===== src/hw/qdc_pkg.sv =====
package qdc_pkg;

   // --------------------------------------------------------------
   // serial frame layout
   // --------------------------------------------------------------
   localparam int unsigned FRAME_BITS = 32;
   localparam logic [5:0] BIT_CNT_LAST = 6'h1f;
   localparam int unsigned CMD_LSB = 24;
   localparam int unsigned ADDR_LSB = 20;
   localparam int unsigned CODE_LSB = 4;
   localparam int unsigned PD_MODE_LSB = 8;
   localparam int unsigned PD_CH_LSB = 0;
   localparam int unsigned CLR_SEL_LSB = 0;
   localparam int unsigned LOAD_OUTPUTS_N_MASK_LSB = 0;
   localparam int unsigned SETUP_REF_BIT = 0;
   localparam int unsigned SETUP_CHAIN_BIT = 1;
   localparam int unsigned NUM_CH = 4;

   // --------------------------------------------------------------
   // command and address codes
   // --------------------------------------------------------------
   localparam logic [3:0] CMD_WRITE_IN = 4'h0;
   localparam logic [3:0] CMD_UPDATE = 4'h1;
   localparam logic [3:0] CMD_WRITE_UPD_ALL = 4'h2;
   localparam logic [3:0] CMD_WRITE_UPD = 4'h3;
   localparam logic [3:0] CMD_POWER = 4'h4;
   localparam logic [3:0] CMD_CLR_CODE = 4'h5;
   localparam logic [3:0] CMD_LOAD_OUTPUTS_N_MASK = 4'h6;
   localparam logic [3:0] CMD_SOFT_RESET = 4'h7;
   localparam logic [3:0] CMD_SETUP = 4'h8;
   localparam logic [3:0] ADDR_ALL = 4'hf;
   localparam logic [3:0] ADDR_LAST_CH = 4'h3;
   localparam logic [1:0] CLR_SEL_NOP = 2'h3;

   // --------------------------------------------------------------
   // codes and reset values
   // --------------------------------------------------------------
   localparam logic [15:0] CODE_ZERO = 16'h0000;
   localparam logic [15:0] CODE_MID = 16'h8000;
   localparam logic [15:0] CODE_FULL = 16'hffff;
   localparam logic [7:0] PD_MODE_RST = 8'h00;
   localparam logic [3:0] LOAD_OUTPUTS_N_MASK_RST = 4'h0;
   localparam logic [1:0] SETUP_RST = 2'h0;
   localparam logic [1:0] INIT_DELAY = 2'h3;

   // --------------------------------------------------------------
   // register map
   // --------------------------------------------------------------
   localparam logic [7:0] REG_CTRL = 8'h00;
   localparam logic [7:0] REG_STATUS = 8'h04;
   localparam logic [7:0] REG_PWRDN = 8'h08;
   localparam logic [7:0] REG_CLRCODE = 8'h0c;
   localparam logic [7:0] REG_DAC_LO = 8'h10;
   localparam logic [7:0] REG_IN_HI = 8'h2c;
   localparam logic CTRL_PORT_EN_RST = 1'b1;
   localparam logic [1:0] RESP_OKAY = 2'h0;
   localparam logic [1:0] RESP_SLVERR = 2'h2;

   // channel mask from the address field
   function automatic logic [3:0] chan_mask(input logic [3:0] addr);
      logic [3:0] m;
      m = 4'h0;
      if (addr == ADDR_ALL) begin
         m = 4'hf;
      end else if (addr <= ADDR_LAST_CH) begin
         m = 4'h1 << addr[1:0];
      end
      return m;
   endfunction : chan_mask

   function automatic logic [15:0] clear_value(input logic [1:0] sel);
      logic [15:0] v;
      v = CODE_ZERO;
      if (sel == 2'h1) begin
         v = CODE_MID;
      end else if (sel == 2'h2) begin
         v = CODE_FULL;
      end
      return v;
   endfunction : clear_value

endpackage : qdc_pkg


===== src/hw/qdc_code_bank.sv =====
module qdc_code_bank (
   // clock and reset
   input wire logic sys_clk_in,
   input wire logic sys_rst_in,
   // write and update controls
   input wire logic [3:0] wr_en_in,
   input wire logic [15:0] wr_code_in,
   input wire logic [3:0] upd_en_in,
   input wire logic clr_in,
   input wire logic [15:0] clr_code_in,
   input wire logic preset_in,
   input wire logic [15:0] preset_code_in,
   // read port
   input wire logic [2:0] rd_sel_in,
   output logic [15:0] rd_data_out,
   // output codes, channel a in the low bits
   output logic [63:0] dac_code_out
);
   import qdc_pkg::*;

   logic [15:0] in_reg [NUM_CH];
   logic [15:0] dac_reg [NUM_CH];

   always_ff @(posedge sys_clk_in) begin
      if (sys_rst_in) begin
         for (int i = 0; i < NUM_CH; i++) begin
            in_reg[i] <= CODE_ZERO;
            dac_reg[i] <= CODE_ZERO;
         end
      end else begin
         for (int i = 0; i < NUM_CH; i++) begin
            if (preset_in) begin
               in_reg[i] <= preset_code_in;
               dac_reg[i] <= preset_code_in;
            end else begin
               if (wr_en_in[i]) begin
                  in_reg[i] <= wr_code_in;
               end
               if (clr_in) begin
                  dac_reg[i] <= clr_code_in;
               end else if (upd_en_in[i]) begin
                  dac_reg[i] <= wr_en_in[i] ? wr_code_in : in_reg[i];
               end
            end
         end
      end
   end

   always_ff @(posedge sys_clk_in) begin
      if (sys_rst_in) begin
         rd_data_out <= CODE_ZERO;
      end else begin
         rd_data_out <= rd_sel_in[2] ? in_reg[rd_sel_in[1:0]]
                                     : dac_reg[rd_sel_in[1:0]];
      end
   end

   always_comb begin
      for (int i = 0; i < NUM_CH; i++) begin
         dac_code_out[i*16 +: 16] = dac_reg[i];
      end
   end
endmodule : qdc_code_bank


===== src/hw/qdc_serial_port.sv =====
module qdc_serial_port (
   // clock and reset
   input wire logic sys_clk_in,
   input wire logic sys_rst_in,
   // serial link
   input wire logic frame_select_n_in,
   input wire logic serial_clk_in,
   input wire logic serial_data_in,
   output logic chain_data_out,
   // control pins
   input wire logic load_outputs_n_in,
   input wire logic clear_outputs_n_in,
   input wire logic power_on_level_select_in,
   // axi4-lite write
   input wire logic [7:0] s_axi_awaddr_in,
   input wire logic s_axi_awvalid_in,
   output logic s_axi_awready_out,
   input wire logic [31:0] s_axi_wdata_in,
   input wire logic [3:0] s_axi_wstrb_in,
   input wire logic s_axi_wvalid_in,
   output logic s_axi_wready_out,
   output logic [1:0] s_axi_bresp_out,
   output logic s_axi_bvalid_out,
   input wire logic s_axi_bready_in,
   // axi4-lite read
   input wire logic [7:0] s_axi_araddr_in,
   input wire logic s_axi_arvalid_in,
   output logic s_axi_arready_out,
   output logic [31:0] s_axi_rdata_out,
   output logic [1:0] s_axi_rresp_out,
   output logic s_axi_rvalid_out,
   input wire logic s_axi_rready_in,
   // converter controls
   output logic [63:0] dac_code_out,
   output logic [7:0] powerdown_mode_out,
   output logic reference_on_out,
   output logic chain_enable_out
);
   import qdc_pkg::*;

   typedef enum logic [1:0] {
      FR_WAIT_HIGH, FR_ARMED, FR_SHIFT, FR_DONE
   } qdc_frame_e;

   // --------------------------------------------------------------
   // pin synchronisers and edges
   // --------------------------------------------------------------
   logic [5:0] pins_s;
   logic sel_n_s, sclk_s, din_s, load_outputs_n_n_s, clr_n_s, por_s;
   logic sclk_prev;
   logic sclk_fall, sclk_rise;

   qdc_sync2 #(.W(6)) u_sync (
      .sys_clk_in(sys_clk_in),
      .sys_rst_in(sys_rst_in),
      .async_in({power_on_level_select_in, clear_outputs_n_in,
                 load_outputs_n_in, serial_data_in, serial_clk_in,
                 frame_select_n_in}),
      .sync_out(pins_s)
   );

   assign {por_s, clr_n_s, load_outputs_n_n_s, din_s, sclk_s, sel_n_s} = pins_s;

   always_ff @(posedge sys_clk_in) begin
      if (sys_rst_in) begin
         sclk_prev <= 1'b0;
      end else begin
         sclk_prev <= sclk_s;
      end
   end

   assign sclk_fall = sclk_prev && !sclk_s;
   assign sclk_rise = !sclk_prev && sclk_s;

   // --------------------------------------------------------------
   // frame sequencing
   // --------------------------------------------------------------
   qdc_frame_e state;
   logic [5:0] bit_cnt;
   logic [31:0] shift_reg;
   logic [31:0] next_word;
   logic exec;
   logic in_frame;
   logic port_en;

   assign next_word = {shift_reg[30:0], din_s};
   assign in_frame = (state == FR_SHIFT) || (state == FR_DONE);
   assign exec = (state == FR_SHIFT) && !sel_n_s && sclk_fall
                 && (bit_cnt == BIT_CNT_LAST);

   always_ff @(posedge sys_clk_in) begin
      if (sys_rst_in) begin
         state <= FR_WAIT_HIGH;
      end else begin
         case (state)
            FR_WAIT_HIGH: begin
               if (sel_n_s) begin
                  state <= FR_ARMED;
               end
            end
            FR_ARMED: begin
               if (!sel_n_s && port_en) begin
                  state <= FR_SHIFT;
               end
            end
            FR_SHIFT: begin
               if (sel_n_s) begin
                  state <= FR_ARMED;
               end else if (exec) begin
                  state <= FR_DONE;
               end
            end
            default: begin
               if (sel_n_s) begin
                  state <= FR_ARMED;
               end
            end
         endcase
      end
   end

   always_ff @(posedge sys_clk_in) begin
      if (sys_rst_in || state != FR_SHIFT) begin
         bit_cnt <= 6'h00;
      end else if (!sel_n_s && sclk_fall) begin
         bit_cnt <= bit_cnt + 6'h01;
      end
   end

   always_ff @(posedge sys_clk_in) begin
      if (sys_rst_in) begin
         shift_reg <= 32'h0000_0000;
      end else if (state == FR_SHIFT && sel_n_s) begin
         shift_reg <= 32'h0000_0000;
      end else if (in_frame && !sel_n_s && sclk_fall) begin
         shift_reg <= next_word;
      end
   end

   // --------------------------------------------------------------
   // daisy chain output
   // --------------------------------------------------------------
   logic [1:0] setup;

   always_ff @(posedge sys_clk_in) begin
      if (sys_rst_in || !setup[SETUP_CHAIN_BIT]) begin
         chain_data_out <= 1'b0;
      end else if (in_frame && !sel_n_s && sclk_rise) begin
         chain_data_out <= shift_reg[FRAME_BITS-1];
      end
   end

   // --------------------------------------------------------------
   // command decode
   // --------------------------------------------------------------
   logic [3:0] cmd, addr, sel, wr_en, upd_cmd, upd_en, load_outputs_n_mask;
   logic [15:0] code, clr_code, bank_rd;
   logic soft_reset, init_pulse;
   logic [1:0] init_cnt;

   assign cmd = next_word[CMD_LSB +: 4];
   assign addr = next_word[ADDR_LSB +: 4];
   assign code = next_word[CODE_LSB +: 16];
   assign sel = chan_mask(addr);

   always_comb begin
      wr_en = 4'h0;
      upd_cmd = 4'h0;
      if (exec) begin
         case (cmd)
            CMD_WRITE_IN: wr_en = sel;
            CMD_UPDATE: upd_cmd = sel;
            CMD_WRITE_UPD_ALL: begin
               wr_en = sel;
               upd_cmd = 4'hf;
            end
            CMD_WRITE_UPD: begin
               wr_en = sel;
               upd_cmd = sel;
            end
            default: begin
               wr_en = 4'h0;
               upd_cmd = 4'h0;
            end
         endcase
      end
   end

   assign upd_en = upd_cmd | (wr_en & load_outputs_n_mask)
                   | (load_outputs_n_n_s ? 4'h0 : 4'hf);
   assign soft_reset = (exec && cmd == CMD_SOFT_RESET) || init_pulse;

   always_ff @(posedge sys_clk_in) begin
      if (sys_rst_in) begin
         init_cnt <= INIT_DELAY;
      end else if (init_cnt != 2'h0) begin
         init_cnt <= init_cnt - 2'h1;
      end
   end
   assign init_pulse = (init_cnt == 2'h1);

   always_ff @(posedge sys_clk_in) begin
      if (sys_rst_in || soft_reset) begin
         powerdown_mode_out <= PD_MODE_RST;
         clr_code <= CODE_ZERO;
         load_outputs_n_mask <= LOAD_OUTPUTS_N_MASK_RST;
         setup <= SETUP_RST;
      end else if (exec) begin
         case (cmd)
            CMD_POWER: begin
               for (int i = 0; i < NUM_CH; i++) begin
                  if (next_word[PD_CH_LSB + i]) begin
                     powerdown_mode_out[2*i +: 2] <=
                        next_word[PD_MODE_LSB +: 2];
                  end
               end
            end
            CMD_CLR_CODE: begin
               if (next_word[CLR_SEL_LSB +: 2] != CLR_SEL_NOP) begin
                  clr_code <= clear_value(next_word[CLR_SEL_LSB +: 2]);
               end
            end
            CMD_LOAD_OUTPUTS_N_MASK: load_outputs_n_mask <= next_word[LOAD_OUTPUTS_N_MASK_LSB +: 4];
            CMD_SETUP: setup <= next_word[1:0];
            default: setup <= setup;
         endcase
      end
   end

   assign reference_on_out = setup[SETUP_REF_BIT];
   assign chain_enable_out = setup[SETUP_CHAIN_BIT];

   qdc_code_bank u_bank (
      .sys_clk_in(sys_clk_in),
      .sys_rst_in(sys_rst_in),
      .wr_en_in(wr_en),
      .wr_code_in(code),
      .upd_en_in(upd_en),
      .clr_in(!clr_n_s),
      .clr_code_in(clr_code),
      .preset_in(soft_reset),
      .preset_code_in(por_s ? CODE_MID : CODE_ZERO),
      .rd_sel_in({s_axi_araddr_in[5], s_axi_araddr_in[3:2]}),
      .rd_data_out(bank_rd),
      .dac_code_out(dac_code_out)
   );

   // --------------------------------------------------------------
   // axi4-lite slave
   // --------------------------------------------------------------
   logic aw_held, w_held, ar_pend, wr_fire;
   logic [7:0] aw_addr, ar_addr;
   logic [31:0] w_data;
   logic [3:0] w_strb;

   assign s_axi_awready_out = !aw_held && !s_axi_bvalid_out;
   assign s_axi_wready_out = !w_held && !s_axi_bvalid_out;
   assign s_axi_arready_out = !ar_pend && !s_axi_rvalid_out;
   assign wr_fire = aw_held && w_held && !s_axi_bvalid_out;

   always_ff @(posedge sys_clk_in) begin
      if (sys_rst_in) begin
         aw_held <= 1'b0;
         w_held <= 1'b0;
         aw_addr <= 8'h00;
         w_data <= 32'h0000_0000;
         w_strb <= 4'h0;
         s_axi_bvalid_out <= 1'b0;
         s_axi_bresp_out <= RESP_OKAY;
      end else begin
         if (s_axi_awvalid_in && s_axi_awready_out) begin
            aw_held <= 1'b1;
            aw_addr <= s_axi_awaddr_in;
         end
         if (s_axi_wvalid_in && s_axi_wready_out) begin
            w_held <= 1'b1;
            w_data <= s_axi_wdata_in;
            w_strb <= s_axi_wstrb_in;
         end
         if (wr_fire) begin
            aw_held <= 1'b0;
            w_held <= 1'b0;
            s_axi_bvalid_out <= 1'b1;
            s_axi_bresp_out <= (aw_addr[1:0] == 2'h0 &&
                                aw_addr <= REG_IN_HI)
                               ? RESP_OKAY : RESP_SLVERR;
         end else if (s_axi_bready_in) begin
            s_axi_bvalid_out <= 1'b0;
         end
      end
   end

   always_ff @(posedge sys_clk_in) begin
      if (sys_rst_in) begin
         port_en <= CTRL_PORT_EN_RST;
      end else if (wr_fire && aw_addr == REG_CTRL && w_strb[0]) begin
         port_en <= w_data[0];
      end
   end

   always_ff @(posedge sys_clk_in) begin
      if (sys_rst_in) begin
         ar_pend <= 1'b0;
         ar_addr <= 8'h00;
         s_axi_rvalid_out <= 1'b0;
         s_axi_rdata_out <= 32'h0000_0000;
         s_axi_rresp_out <= RESP_OKAY;
      end else if (s_axi_arvalid_in && s_axi_arready_out) begin
         ar_pend <= 1'b1;
         ar_addr <= s_axi_araddr_in;
      end else if (ar_pend) begin
         ar_pend <= 1'b0;
         s_axi_rvalid_out <= 1'b1;
         s_axi_rresp_out <= RESP_OKAY;
         s_axi_rdata_out <= 32'h0000_0000;
         if (ar_addr[1:0] != 2'h0 || ar_addr > REG_IN_HI) begin
            s_axi_rresp_out <= RESP_SLVERR;
         end else if (ar_addr == REG_CTRL) begin
            s_axi_rdata_out <= {31'h0, port_en};
         end else if (ar_addr == REG_STATUS) begin
            s_axi_rdata_out <= {22'h0, !clr_n_s, !load_outputs_n_n_s, in_frame,
                                state == FR_ARMED, load_outputs_n_mask, setup};
         end else if (ar_addr == REG_PWRDN) begin
            s_axi_rdata_out <= {24'h0, powerdown_mode_out};
         end else if (ar_addr == REG_CLRCODE) begin
            s_axi_rdata_out <= {16'h0, clr_code};
         end else begin
            s_axi_rdata_out <= {16'h0, bank_rd};
         end
      end else if (s_axi_rready_in) begin
         s_axi_rvalid_out <= 1'b0;
      end
   end
endmodule : qdc_serial_port


===== src/hw/qdc_sync2.sv =====
module qdc_sync2 #(
   parameter int W = 6
) (
   // clock and reset
   input wire logic sys_clk_in,
   input wire logic sys_rst_in,
   // levels
   input wire logic [W-1:0] async_in,
   output logic [W-1:0] sync_out
);
   logic [W-1:0] stage1;

   always_ff @(posedge sys_clk_in) begin
      if (sys_rst_in) begin
         stage1 <= '0;
         sync_out <= '0;
      end else begin
         stage1 <= async_in;
         sync_out <= stage1;
      end
   end
endmodule : qdc_sync2


===== config.mk =====
export PLATFORM = sky130hd
export DESIGN_NAME = qdc_serial_port
export DESIGN_NICKNAME = d
export VERILOG_FILES = /design/src/hw/qdc_pkg.sv /design/src/hw/qdc_code_bank.sv /design/src/hw/qdc_serial_port.sv /design/src/hw/qdc_sync2.sv
export SDC_FILE = /design/constraint.sdc
export NUM_CORES = 1
export LEC_CHECK = 0
export BUFFER_PORTS_ARGS = -buffer_cell sky130_fd_sc_hd__buf_4
export CORE_MARGIN = 10
export CORE_UTILIZATION = 52
export CTS_CLUSTER_DIAMETER = 150
export DETAILED_ROUTE_END_ITERATION = 8
export GPL_TIMING_DRIVEN = 0
export MAX_ROUTING_LAYER = met4
export PLACE_DENSITY = 0.78
export SYNTH_ARGS = -nofsm -noshare
export SYNTH_HDL_FRONTEND = slang
export SYNTH_SLANG_ARGS = --single-unit
export TNS_END_PERCENT = 1

===== constraint.sdc =====
create_clock -name sys_clk_in -period 2.7 [get_ports sys_clk_in]
set_clock_uncertainty 0.05 [all_clocks]
set_input_delay 0.81 -clock sys_clk_in [delete_from_list [all_inputs] [get_ports sys_clk_in]]
set_output_delay 0.81 -clock sys_clk_in [all_outputs]
set_load 0.05 [all_outputs]

## After elaboration in Yosys (flattened, before gate mapping)

Memories as Yosys holds them, arrays and structs flattened.
Index checks and enable logic that the tools add are counted.
Widths: inputs -> output; s select.

| storage, ports and cells | value |
|---|---|
| memories kept | 2 |
| RAM bits | 128 |
| output and inout bits | 116 |
| register bits after elaboration | 162 |

| cells by class | value |
|---|---|
| $add $sub $neg | 2 |
| multiplexer cells | 97 |
| reductions and logical operators | 63 |
| shift-type cells | 1 |
| bitwise gates (word level) | 24 |
| equality and inequality tests | 23 |
| order comparisons | 3 |

Memories:

| name | depth | bits a word | rd ports | clocked after memory_dff | write ports | RTL line | text |
|---|---|---|---|---|---|---|---|
| u_bank.dac_reg | 4 | 16 | 5 | 0 | 4 | qdc_code_bank.sv:22 | `logic [15:0] dac_reg [NUM_CH];` |
| u_bank.in_reg | 4 | 16 | 5 | 0 | 4 | qdc_code_bank.sv:21 | `logic [15:0] in_reg [NUM_CH];` |

Operators by type and width:

| operator | number |
|---|---|
| $mux 16 | 33 |
| $mux 1 | 50 |
| $mux 4 | 6 |
| $logic_and 1x1->1 | 23 |
| $or 1x1->1 | 20 |
| $reduce_and 3->1 | 6 |
| $eq 4x3->1 const B | 4 |
| $eq 8x4->1 const B | 2 |
| $logic_not 8->1 | 2 |
| $mux 2 | 6 |
| $logic_not 1->1 | 11 |
| $eq 4x2->1 const B | 2 |
| $eq 4x4->1 const B | 2 |
| $eq 8x3->1 const B | 1 |
| $gt 8x6->1 const B | 1 |
| $le 8x6->1 const B | 1 |
| $or 4x4->4 | 2 |
| $pmux 4 s2 | 1 |
| $reduce_and 2->1 | 4 |
| $reduce_bool 2->1 | 4 |
| $add 6x1->6 const B | 1 |
| $eq 2x1->1 const B | 3 |
| $eq 2x2->1 const B | 3 |
| $eq 6x5->1 const B | 1 |
| 15 further kinds | 24 |

## Longest topological paths before layout

| logic depth | value |
|---|---|
| word-level depth | 14 |
| gate-level depth with buffers | 9 |
| depth with buffers taken out | 7 |

## Modules after synthesis

A second synthesis with hierarchy kept.

| second synthesis, totals | value |
|---|---|
| cell total of the unflattened synthesis | 1,163 |
| area, all modules | 12,652.1 um^2 |

By module, submodules not included:

| module | area each (um^2) | instances | seq. area each (um^2) | cells each |
|---|---|---|---|---|
| qdc_code_bank | 7,403.4 | 1 | 4,164.0 | 530 |
| qdc_serial_port | 4,882.2 | 1 | 2,042.0 | 608 |
| qdc_sync2 | 366.6 | 1 | 240.2 | 25 |

## Worst setup path after synthesis

No wires, ideal clock.

| path | value |
|---|---|
| path type | reg2reg |
| from | register state[1] |
| to | memory u_bank.dac_reg[1][0], enable pin |
| library setup time | 0.396 ns |
| stages on the path, launching flop included | 5 |
| data arrival time | 2.496 ns |
| required time | 2.254 ns |
| buffers on the path | 0 |
| path slack | -0.242 ns |
| cells stage by stage | dfxtp_1 > ha_1 > or3b_4 > or4_4 > o2111ai_1 |

RTL lines:

| element | RTL line | text |
|---|---|---|
| start, declared | qdc_serial_port.sv:78 | `qdc_frame_e state;` |
| start signal, assigned | qdc_serial_port.sv:93 | `state <= FR_WAIT_HIGH;` |
| start signal, assigned | qdc_serial_port.sv:98 | `state <= FR_ARMED;` |
| start signal, assigned | qdc_serial_port.sv:103 | `state <= FR_SHIFT;` |
| end, declared | qdc_code_bank.sv:22 |  |

==> metrics <==
register bit total from synthesis=258; CTS max path bufs=3; Synth Area per Inst=around 11 sq um; DRC marker count from the first detailed-route iteration=a little over 800; total gr overflow=0; Final ANT Viol Nets=0; first-pass GRT wire length=roughly 52 mm; GR Util All Layers=a little under a quarter; Final setup viols=1; Yosys Warn Count=0; CTS buffer count=26; Sink Count=about 260; area delta synth->final=22.09%; Final Hold Fails=0; Async SR Flop Fraction=0%; Core Rows=55; Peak VDD IR=between 400 and 500 uV; post-synth top area share=between 30% and 40%; Die Area=approximately 0.030 sq mm; Crit Path Class=reg2reg; core area=roughly 0.023 sq mm; fin worst setup slack=-0.0004026 ns; Vert. Die Dim=171.8 um; CTS clk-pin slew, worst paths=roughly 0.06 ns; met3 WL=between 2 and 3 mm; Worst Path Arrival=between 3 and 4 ns; met1 WL=12.91 mm; CTS tree=done; # DRC=0; Sw Ratio=between 20 and 25%; Post-synth top flop=dfxtp_1; Pint=a little over 0.007 W; status=finished, violations left; Period minus WS final=2.700 ns; Top-Level Pins=181; pre-CTS WS=-0.4811 ns; initial antenna violation count=1; mapped cell area=0.01199 sq mm; Post-Route WL=34.74 mm; dpl cell area=0.01341 sq mm; fin. max-slew vios=0; Die X-Extent=171.8 um; Pre-antenna DRT Iters=5; worst skew pair latency=between 0.5 and 0.6 ns; share of cells above drive strength 1=between 20% and 30%; max_slew headroom=between 40% and 50%; Placer Congestion=about 0.96; RSZ-0062 raised after global routing=yes; post-synth top area cell=edfxtp_1; EDFF count, synth=128; via/cell ratio=5.834; PD cells=~660 mW/mm^2; fmax=370.3 MHz; Post-synth top cells=nand2_1, dfxtp_1, edfxtp_1; Reg area=~0.0064 sq mm; footprint of the multi-input gates=between 0.005 and 0.006 sq mm; synth unique cells=between 60 and 70; vias in the first global route=around 8900; Clock Power Share=a little over two fifths; post-route cell area=about 0.015 sq mm; Max Used Layer=met4; Fill cells=around 1700; HP Class=reg2reg; CP Max Fanout=10; drt wl/cell=roughly 22 um; Critical Path End Type=flop; Via Count=9165; Logic pwr share=a little over a tenth; Leak=about 6.4 nW; failing checks=negative setup slack; DR WL met2=between 15 and 20 mm; Seq/Total Area, Yosys=approximately 54%; part of the power in registers=46.2%; CP required=3.05 ns; pin count of the biggest net entering global routing=17; Least-Margin Pin Slew=0.8209 ns; effective utilization at floorplan=52.95%; post-DP HPWL=approximately 25 mm; CTS root buffer=clkbuf_16; I/O Buffers=125; CP Launch Type=flop; number of maximum-capacitance violations=0; top post-synthesis cells by area=edfxtp_1, dfxtp_1, mux2i_1, mux4_2, nand2_1; count leader, synth=nand2_1; Psw=0.002317 W; cell count after synthesis=about 1100; Inserted Diodes=0; net count reported at finish=approximately 1300; Final period util=100.0%; H-tree Lvls=1
metal layers:
metal	up-vias	GRT usage, %
li1	4195	-
met2	443	40.43
met5	-	-
met4	0	9.145
met3	110	4.446
met1	4417	26.15
final timing paths:
| path | end | from | depth (start not counted) | slack, ns |
|---|---|---|---|---|
| worst min-delay path | u_sync.sync_out[0] | u_sync.stage1[0] | 1 | 0.39 |
| worst max register to register | u_bank.in_reg[1][12] | state[0] | 8 | -0.0004 |
| worst min register to register | u_sync.sync_out[0] | u_sync.stage1[0] | 1 | 0.39 |
| worst max-delay path | u_bank.in_reg[1][12] | state[0] | 8 | -0.0004 |
area by class of cell:
| type | count | share of cell area, % |
|---|---|---|
| clock inverters | 11 | 1.573 |
| flip-flops and latches | 258 | 44.05 |
| plain buffers | 99 | 3.778 |
| inverters | 19 | 0.4872 |
| multi-input cells | 733 | 35.76 |
| repair buffers | 129 | 6.770 |
| clock buffers | 37 | 5.154 |
| well taps | 285 | 2.436 |
power by group through the flow:
| stage | sequential (W) | combinational (W) | clock, W |
|---|---|---|---|
| after floorplan | 0.00456 | 0.000621 | 0 |
| after detailed placement | 0.00452 | 0.000978 | 0 |
| after global placement | 0.00450 | 0.000959 | 0 |
| final | 0.00444 | 0.00103 | 0.00413 |
| after CTS | 0.00443 | 0.00101 | 0.00414 |
| after global routing | 0.00445 | 0.00110 | 0.00429 |
metrics by stage:
stage	total power [W]	hold WS, ns	setup TNS, ns	instances	utilization (%)
2_1_floorplan	0.005185	0.3638	-11.61	1108	-
3_3_place_gp	0.005464	0.3751	-94.83	1518	58.96
3_5_place_dp	0.005493	0.3758	-57.64	1521	59.24
4_1_cts	0.009580	0.3916	-1.022	1569	64.11
5_1_grt	0.009849	0.4076	-0.5969	1571	64.65
6_report	0.009597	0.3866	-0.0004026	1571	64.65
cell usage in the layout, fill, tap and decap left out, types with 22 or more instances in the layout:
cell type,netlist,layout
o21ai_2,21,22
o21ai_1,26,27
a21oi_1,68,68
edfxtp_1,128,128
mux2i_1,101,100
nand2_1,139,135
dfxtp_1,130,129
buf_4,18,145
mux4_2,32,32
clkbuf_1,39,39
and2_1,65,65
o21ai_0,26,24
nor2_1,82,77
clkbuf_16,0,28
critical path: stages (launching register included):
cell and delay [ns]:
dfxtp_1 0.35, inv_1 0.07, ha_2 0.22, or3b_4 0.46, nor4_2 0.43, nand3_1 0.21, nor2_4 0.30, clkbuf_2 0.30
and2_1 0.16
logic make-up (layout without fill, tap and decap cells):
kind of cell,after synthesis,in the layout,share of synthesized area [%]
compound gates,184,184,9.518
simple gates,379,380,15.73
xor+xnor,6,6,0.4384
mux,136,136,14.73
buf+inv,118,295,4.853
flops,258,258,53.77
fa+ha+maj,9,9,0.9393
other cells,1,18,0.03128
timing repair:
| action | 4_1_cts | 5_1_grt |
|---|---|---|
| gates resized for setup | 33 | 26 |
| gates cloned | 0 | 1 |
| pin swaps | 1 | 3 |
| endpoints found under the setup margin | 215 | 210 |
| hold buffers | 0 | 0 |
| setup buffers | 0 | 1 |
(Power assumes the default switching activity.)
